===== src/hw/ehp_defines.vh =====
// Constants for the enhanced host port access block
// Notes on behaviour
// - Nonmultiplexed, select low reaches control register
// - Chip select may act as strobe
// - Ready output always driven with state
// - Autoincrement advances address, readback gives base
// - Byte mode advances only after high byte
// - Memory contention stretches access latency
`ifndef EHP_DEFINES_VH
`define EHP_DEFINES_VH
`define EHP_DW 16
`define EHP_AW 16
`define EHP_SEL_CTRL 2'h0
`define EHP_SEL_DATA_INC 2'h1
`define EHP_SEL_ADDR 2'h2
`define EHP_SEL_DATA 2'h3
`define EHP_CTRL_RST 16'h0000
`define EHP_ADDR_RST 16'h0000
`define EHP_ADDR_ONE 16'h0001
`define EHP_ST_IDLE 2'h0
`define EHP_ST_MEM 2'h1
`define EHP_ST_DONE 2'h2
`define EHP_PIN_W 24
`define EHP_PIN_IDLE 24'h000007
`define EHP_P_CS 0
`define EHP_P_DSA 1
`define EHP_P_DSB 2
`define EHP_P_RW 3
`define EHP_P_SEL_LO 4
`define EHP_P_SEL_HI 5
`define EHP_P_BE_LO 6
`define EHP_P_BE_HI 7
`define EHP_P_DIN_LO 8
`define EHP_P_DIN_HI 23
`define EHP_BE_UP 1
`define EHP_DATA_RST 16'h0000
`define EHP_BE_RST 2'h0
`endif


===== src/hw/ehp_port.v =====
// Enhanced host port: strobe decode, register access and memory side
`default_nettype none
`include "ehp_defines.vh"
module ehp_port (
    input wire CLK,
    input wire RST,
    input wire CE,
    input wire MUX_MODE,
    input wire HOST_CHIP_SELECT_N,
    input wire HOST_DATA_STROBE_A,
    input wire HOST_DATA_STROBE_B,
    input wire HOST_RW,
    input wire [1:0] ACCESS_SELECT,
    input wire [1:0] HOST_BYTE_ENABLE_N,
    input wire [15:0] HOST_DATA_IN,
    output reg [15:0] HOST_DATA_OUT,
    output wire HOST_DATA_OE,
    output wire HOST_READY_OUT,
    output wire [15:0] CTRL_OUT,
    output reg MEM_REQ,
    output reg MEM_WE,
    output reg [15:0] MEM_ADDR,
    output reg [15:0] MEM_WDATA,
    output reg [1:0] MEM_BE,
    input wire MEM_ACK,
    input wire [15:0] MEM_RDATA
);
    // Two-flop synchronisers for all host pins; MUX_MODE is used unsynchronised
    // Reset to the idle pin levels, so no false strobe edge follows reset
    reg [`EHP_PIN_W-1:0] s1_r;
    reg [`EHP_PIN_W-1:0] s2_r;
    wire [`EHP_PIN_W-1:0] pins = {HOST_DATA_IN, HOST_BYTE_ENABLE_N, ACCESS_SELECT, HOST_RW, HOST_DATA_STROBE_B,
                        HOST_DATA_STROBE_A, HOST_CHIP_SELECT_N};
    always @(posedge CLK or posedge RST) begin
        if (RST) begin
            s1_r <= `EHP_PIN_IDLE;
            s2_r <= `EHP_PIN_IDLE;
        end else if (CE) begin
            s1_r <= pins;
            s2_r <= s1_r;
        end
    end
    // Only the second flop is read; the first may still be settling
    wire cs_n = s2_r[`EHP_P_CS];
    wire ds_a = s2_r[`EHP_P_DSA];
    wire ds_b = s2_r[`EHP_P_DSB];
    wire rw = s2_r[`EHP_P_RW];
    wire [1:0] sel = s2_r[`EHP_P_SEL_HI:`EHP_P_SEL_LO];
    wire [1:0] be_n = s2_r[`EHP_P_BE_HI:`EHP_P_BE_LO];
    wire [15:0] din = s2_r[`EHP_P_DIN_HI:`EHP_P_DIN_LO];

    // Active only while select and both strobes are low; a tied strobe leaves chip select in charge
    wire strobe = ~cs_n & ~ds_a & ~ds_b;
    reg strobe_r;

    // Nonmultiplexed: only the low select bit matters, low means control
    function [1:0] eff_sel;
        input mux;
        input [1:0] s;
        begin
            if (mux)
                eff_sel = s;
            else if (!s[0])
                eff_sel = `EHP_SEL_CTRL;
            else
                eff_sel = `EHP_SEL_DATA;
        end
    endfunction

    reg [15:0] ctrl_r;
    reg [15:0] base_r;
    reg [15:0] addr_r;
    reg [1:0] st_r;
    reg [1:0] st_nxt;
    reg [1:0] cur_sel_r;
    reg ready_r;
    reg oe_r;
    wire [1:0] csel = eff_sel(MUX_MODE, sel);
    wire start = strobe & ~strobe_r;

    // Accesses are taken only from idle; a strobe held over is refused
    wire take = start & (st_r == `EHP_ST_IDLE);
    wire take_ctrl = take & (csel == `EHP_SEL_CTRL);
    wire take_addr = take & (csel == `EHP_SEL_ADDR);
    wire take_mem = take & ~take_ctrl & ~take_addr;
    wire mem_done = (st_r == `EHP_ST_MEM) & MEM_ACK;
    wire is_inc = (cur_sel_r == `EHP_SEL_DATA_INC);
    // Byte-wide access: advance only once the high byte is done
    wire step = is_inc & (be_n[`EHP_BE_UP] == 1'b0);

    // Address after a finished memory access; wraps at the top
    function [15:0] addr_after;
        input [15:0] a;
        input adv;
        begin
            if (adv)
                addr_after = a + `EHP_ADDR_ONE;
            else
                addr_after = a;
        end
    endfunction

    assign CTRL_OUT = ctrl_r;
    assign HOST_READY_OUT = ready_r;
    assign HOST_DATA_OE = oe_r & strobe;

    // Strobe level of the last edge, for start detection
    always @(posedge CLK or posedge RST) begin
        if (RST) begin
            strobe_r <= 1'b0;
        end else if (CE) begin
            strobe_r <= strobe;
        end
    end

    // Next state: idle, memory owed, or waiting for strobe release
    always @* begin
        st_nxt = st_r;
        case (st_r)
            `EHP_ST_IDLE: begin
                if (take_mem)
                    st_nxt = `EHP_ST_MEM;
                else if (take)
                    st_nxt = `EHP_ST_DONE;
            end
            `EHP_ST_MEM: begin
                // Latency grows with competing memory traffic
                if (MEM_ACK)
                    st_nxt = `EHP_ST_DONE;
            end
            `EHP_ST_DONE: begin
                if (!strobe)
                    st_nxt = `EHP_ST_IDLE;
            end
            default: st_nxt = `EHP_ST_IDLE;
        endcase
    end

    // State and the kind of access latched at its start
    always @(posedge CLK or posedge RST) begin
        if (RST) begin
            st_r <= `EHP_ST_IDLE;
            cur_sel_r <= `EHP_SEL_CTRL;
        end else if (CE) begin
            st_r <= st_nxt;
            if (take)
                cur_sel_r <= csel;
        end
    end

    // Control register, reached by select code zero
    always @(posedge CLK or posedge RST) begin
        if (RST) begin
            ctrl_r <= `EHP_CTRL_RST;
        end else if (CE) begin
            if (take_ctrl & ~rw)
                ctrl_r <= din;
        end
    end

    // Base and running address; readback shows only the base
    always @(posedge CLK or posedge RST) begin
        if (RST) begin
            base_r <= `EHP_ADDR_RST;
            addr_r <= `EHP_ADDR_RST;
        end else if (CE) begin
            if (take_addr & ~rw) begin
                base_r <= din;
                addr_r <= din;
            end else if (mem_done) begin
                addr_r <= addr_after(addr_r, step);
            end
        end
    end

    // Read data stands until the next read
    always @(posedge CLK or posedge RST) begin
        if (RST) begin
            HOST_DATA_OUT <= `EHP_DATA_RST;
        end else if (CE) begin
            if (take_ctrl & rw)
                HOST_DATA_OUT <= ctrl_r;
            else if (take_addr & rw)
                HOST_DATA_OUT <= base_r;
            else if (mem_done & ~MEM_WE)
                HOST_DATA_OUT <= MEM_RDATA;
        end
    end

    // Ready low only while memory is owed, never masked
    always @(posedge CLK or posedge RST) begin
        if (RST) begin
            ready_r <= 1'b1;
            oe_r <= 1'b0;
        end else if (CE) begin
            if (take_mem)
                ready_r <= 1'b0;
            else if (mem_done)
                ready_r <= 1'b1;
            if (take)
                oe_r <= rw;
            else if ((st_r == `EHP_ST_DONE) & ~strobe)
                oe_r <= 1'b0;
        end
    end

    // Memory request held until the memory answers
    always @(posedge CLK or posedge RST) begin
        if (RST) begin
            MEM_REQ <= 1'b0;
            MEM_WE <= 1'b0;
            MEM_ADDR <= `EHP_ADDR_RST;
            MEM_WDATA <= `EHP_DATA_RST;
            MEM_BE <= `EHP_BE_RST;
        end else if (CE) begin
            if (take_mem) begin
                MEM_REQ <= 1'b1;
                MEM_WE <= ~rw;
                MEM_ADDR <= addr_r;
                MEM_WDATA <= din;
                MEM_BE <= ~be_n;
            end else if (mem_done) begin
                MEM_REQ <= 1'b0;
            end
        end
    end
endmodule // ehp_port
`default_nettype wire


===== config.mk =====
export PLATFORM = sky130hd
export DESIGN_NAME = ehp_port
export DESIGN_NICKNAME = d
export VERILOG_FILES = /design/src/hw/ehp_port.v
export VERILOG_INCLUDE_DIRS = /design/src /design/src/hw
export SDC_FILE = /design/constraint.sdc
export NUM_CORES = 1
export LEC_CHECK = 0
export BUFFER_PORTS_ARGS = -buffer_cell sky130_fd_sc_hd__clkbuf_2
export CELL_PAD_IN_SITES_DETAIL_PLACEMENT = 0
export CELL_PAD_IN_SITES_GLOBAL_PLACEMENT = 1
export CORE_AREA = 3 3 160 100
export CTS_CLUSTER_DIAMETER = 60
export DETAILED_ROUTE_END_ITERATION = 10
export DIE_AREA = 0 0 163 103
export GPL_TIMING_DRIVEN = 0
export PLACE_DENSITY_LB_ADDON = 0.1
export SYNTH_ARGS = -nofsm -noshare
export SYNTH_HDL_FRONTEND = slang
export SYNTH_SLANG_ARGS = --single-unit

===== constraint.sdc =====
create_clock -name CLK -period 6.65 [get_ports CLK]
set_input_delay 0.665 -clock CLK [delete_from_list [all_inputs] [get_ports CLK]]
set_output_delay 0.665 -clock CLK [all_outputs]
set_load 0.01 [all_outputs]

==> flow_summary.yaml <==
critical_path:
  setup.worst_path.class: "input pin to flip-flop"
  worstPathRequired_ns: 6.92
  crit_path_start_kind: "input pin"
  crit_path_max_fanout: 10
  timing.critical_path.to_type: "flip-flop"
  arrival_ns: 2.92
  timing.reg2reg.worst_path_depth: 6
logic_synthesis:
  synthXorXnorAreaFrac: 0
  synth.distinct_cells: 44
  synth_compound_area_frac: 0.0951
  synth-main-ff-cell: "sky130_fd_sc_hd__dfrtp_1"
  synth_mux_area_frac: 0.193
  postSynth.asyncResetShare: 1.00
  synthAdderAreaFrac: 0.00192
  synth.ff_latch_count: 155
  post_synth_and_or_nand_nor_area_fraction: 0.0874
  dominant_combinational_cell_family_by_area_after_synthesis: "multiplexers"
  synth_nets: 558
  synth_cells: 512
  synth.yosys.warnings: 0
  syn-cell-area_um2: 6510
  syn_avg_cell_area_um2: 12.7
  synth_seq_area_share: 0.597
  synth_enable_flop_cells: 0
clock_tree:
  cts-buffers-inserted: 17
  cts_tree: "yes"
  post_cts_buffers: 0
  cts_root_buffer: "sky130_fd_sc_hd__clkbuf_16"
  maximum_buffer_depth_of_the_clock_tree: 2
  htreeDepth: 4
  clock_sink_count: 155
  hold_buffers: 0
  clk_transition_reported_paths_ns: 0.07
  cts-resized-gates: 0
  clk_latency_ns: 0.41
drt:
  vias_after_detailed_routing: 4725
  drtPass1Iterations: 4
  wl_per_cell_um: 19.2
  post_route_wl_mm: 16.4
  drc: 0
  route.antenna.remaining_nets: 0
  drt_iter0_drc: 370
  route.detailed.vias_per_inst: 5.52
die:
  fp-row-count: 34
  start_util: 0.450
  die_width_um: 163
  placeableCoreArea_um2: 14500
  design.die.area_um2: 16800
  chipHeight_um: 103
  number_of_primary_i_o_pins: 115
flow_run:
  maxCapViolCount: 0
finish:
  final_core_util: 0.549
  fraction_of_layout_instances_using_a_drive_strength_above_1: 0.427
  layout-area-overhead-vs-synth_pct: 22.0
  antennaDiodeCount: 0
  finalNetCount: 691
sta:
  rsz0062_at_grt: "no"
  period_share: 0.399
  period_needed_ns: 2.65
  totalNegativeSetupSlack_ns: 0
  tightest_slew_ns: 0.816
  maxSlewHeadroom: 0.456
  hold_viol: 0
  timing.fmax_ghz: 0.377
  finalMaxSlewViolations: 0
  clock_skew_ns: 0.0142
  finalSetupViolations: 0
place:
  hpwl_mm: 12.0
  gpl.final_weighted_congestion: 0.869
  port_buffers: 113
power_and_ir_drop:
  power.switching_w: 0.000809
  pwr-share-comb: 0.186
  power.share.sequential: 0.473
  power.share.switching: 0.292
  power-per-cell-area_nw_per_um2: 348
  p_int_w: 0.00196
  cellLeakagePower_nw: 3.78
  clkPwrFrac: 0.341
  irDropWorstVdd_mv: 0.152
grt:
  grt_pass1_vias: 4695
  globalRouteOverflowTotal: 0
  grt.total_usage: 0.207
  grt_pass1_wl_mm: 26.4
  grt_max_degree: 87
  grt_antenna_before_repair: 0
run_status:
  status: "finished clean"
hold_path:
  holdCritPathClass: "input pin to async pin"
[critical path, stage by stage]
cell	delay [ns]
sky130_fd_sc_hd__clkbuf_2	0.13
sky130_fd_sc_hd__clkbuf_1	0.46
sky130_fd_sc_hd__nand4_1	0.57
sky130_fd_sc_hd__nand2_1	0.45
sky130_fd_sc_hd__clkbuf_1	0.49
sky130_fd_sc_hd__a21oi_1	0.15
[cells in the mapped netlist (3+ instances only)]
master / number / area share
sky130_fd_sc_hd__o22a_1: 4 / 0.0054
sky130_fd_sc_hd__a21oi_1: 44 / 0.034
sky130_fd_sc_hd__nand2_1: 46 / 0.027
sky130_fd_sc_hd__clkbuf_1: 20 / 0.012
sky130_fd_sc_hd__dfrtp_1: 148 / 0.57
sky130_fd_sc_hd__nand4_1: 6 / 0.0058
sky130_fd_sc_hd__inv_1: 7 / 0.0040
sky130_fd_sc_hd__nor2_1: 8 / 0.0046
sky130_fd_sc_hd__dfstp_2: 7 / 0.028
sky130_fd_sc_hd__mux2_2: 111 / 0.19
sky130_fd_sc_hd__o21ai_0: 22 / 0.017
sky130_fd_sc_hd__a221o_1: 16 / 0.025
sky130_fd_sc_hd__buf_2: 7 / 0.0054
sky130_fd_sc_hd__and3_1: 3 / 0.0029
sky130_fd_sc_hd__nand3_1: 26 / 0.020
[per-stage QoR]
step	worst slack (ns)	total power (W)	instances	area (um2)	hold slack, ns
after floorplan	1.82	0.00159	512	6520	0.436
after global placement	0.184	0.00182	823	7330	0.472
after detailed placement	3.61	0.00185	824	7360	0.479
after CTS	4.04	0.00280	856	7950	0.361
after global routing	3.79	0.00291	856	7950	0.376
final	4.00	0.00277	856	7950	0.332
[flip-flops by register name, indices dropped and copies added, names as in the netlist, 16 cells and up]
signal and cells:
addr_r 16, MEM_ADDR 16, s1_r 24, HOST_DATA_OUT 16, s2_r 24, MEM_WDATA 16, CTRL_OUT 16, base_r 16
[layer usage]
| layer | GRT usage | up-vias | part of all wire |
|---|---|---|---|
| met5 | 0 | - | 0 |
| met3 | 0.0470 | 13 | 0.062 |
| met2 | 0.300 | 145 | 0.43 |
| met4 | 0.0643 | 0 | 0.0093 |
| li1 | - | 2148 | - |
| met1 | 0.310 | 2419 | 0.50 |
[final cells by class]
type / count / area (um2)
sequential: 155 / 3890
inverter: 7 / 31.3
fill: 1254 / 6520
clock inverter: 13 / 131
timing repair buffer: 114 / 593
tap: 198 / 248
buffer: 30 / 140
clock buffer: 19 / 453
multi-input combinational: 320 / 2460
[layout by cell type (no fill, tap or decap), types with 2 or more instances in the layout]
cell,n
sky130_fd_sc_hd__a21oi_1,44
sky130_fd_sc_hd__a221o_1,16
sky130_fd_sc_hd__a31oi_1,2
sky130_fd_sc_hd__and3_1,3
sky130_fd_sc_hd__and4_1,2
sky130_fd_sc_hd__buf_2,7
sky130_fd_sc_hd__buf_6,2
sky130_fd_sc_hd__clkbuf_1,20
sky130_fd_sc_hd__clkbuf_16,17
sky130_fd_sc_hd__clkbuf_2,113
sky130_fd_sc_hd__clkbuf_8,2
sky130_fd_sc_hd__clkinv_4,4
sky130_fd_sc_hd__clkinvlp_4,2
sky130_fd_sc_hd__dfrtp_1,148
sky130_fd_sc_hd__dfstp_2,7
sky130_fd_sc_hd__inv_1,6
sky130_fd_sc_hd__inv_6,5
sky130_fd_sc_hd__mux2_2,111
sky130_fd_sc_hd__nand2_1,46
sky130_fd_sc_hd__nand2b_1,2
sky130_fd_sc_hd__nand3_1,26
sky130_fd_sc_hd__nand3b_1,2
sky130_fd_sc_hd__nand4_1,6
sky130_fd_sc_hd__nor2_1,8
sky130_fd_sc_hd__nor3_1,2
sky130_fd_sc_hd__o21ai_0,22
sky130_fd_sc_hd__o22a_1,4
sky130_fd_sc_hd__o31ai_1,2
sky130_fd_sc_hd__o32ai_1,2
[power by group through the flow]
stage	logic [W]	registers [W]	clock network [W]
6_report	0.000516	0.00131	0.000944
5_1_grt	0.000571	0.00134	0.00101
4_1_cts	0.000526	0.00131	0.000964
3_5_place_dp	0.000524	0.00133	0
3_3_place_gp	0.000509	0.00131	0
2_1_floorplan	0.000250	0.00134	0
[logic make-up after synthesis]
group                    after synthesis
AO/OA/AOI/OAI                         98
buffers and inverters                 37
AND/OR/NAND/NOR                      109
adder cells (fa/ha/maj)                1
multiplexers                         112
flip-flops                           155
[worst paths after layout]
path / startpoint / to / slack [ns]
max: CE / addr_r[4] / 4.00
max reg2reg: s2_r[4] / addr_r[4] / 4.02
min in group CLK: MEM_RDATA[5] / HOST_DATA_OUT[5] / 0.48
min: RST / HOST_DATA_OUT[3] / 0.33
min reg2reg: HOST_READY_OUT / HOST_READY_OUT / 0.49
max in group asynchronous: RST / s1_r[2] / 5.43
Note: power is estimated with default switching activity, not from simulation.
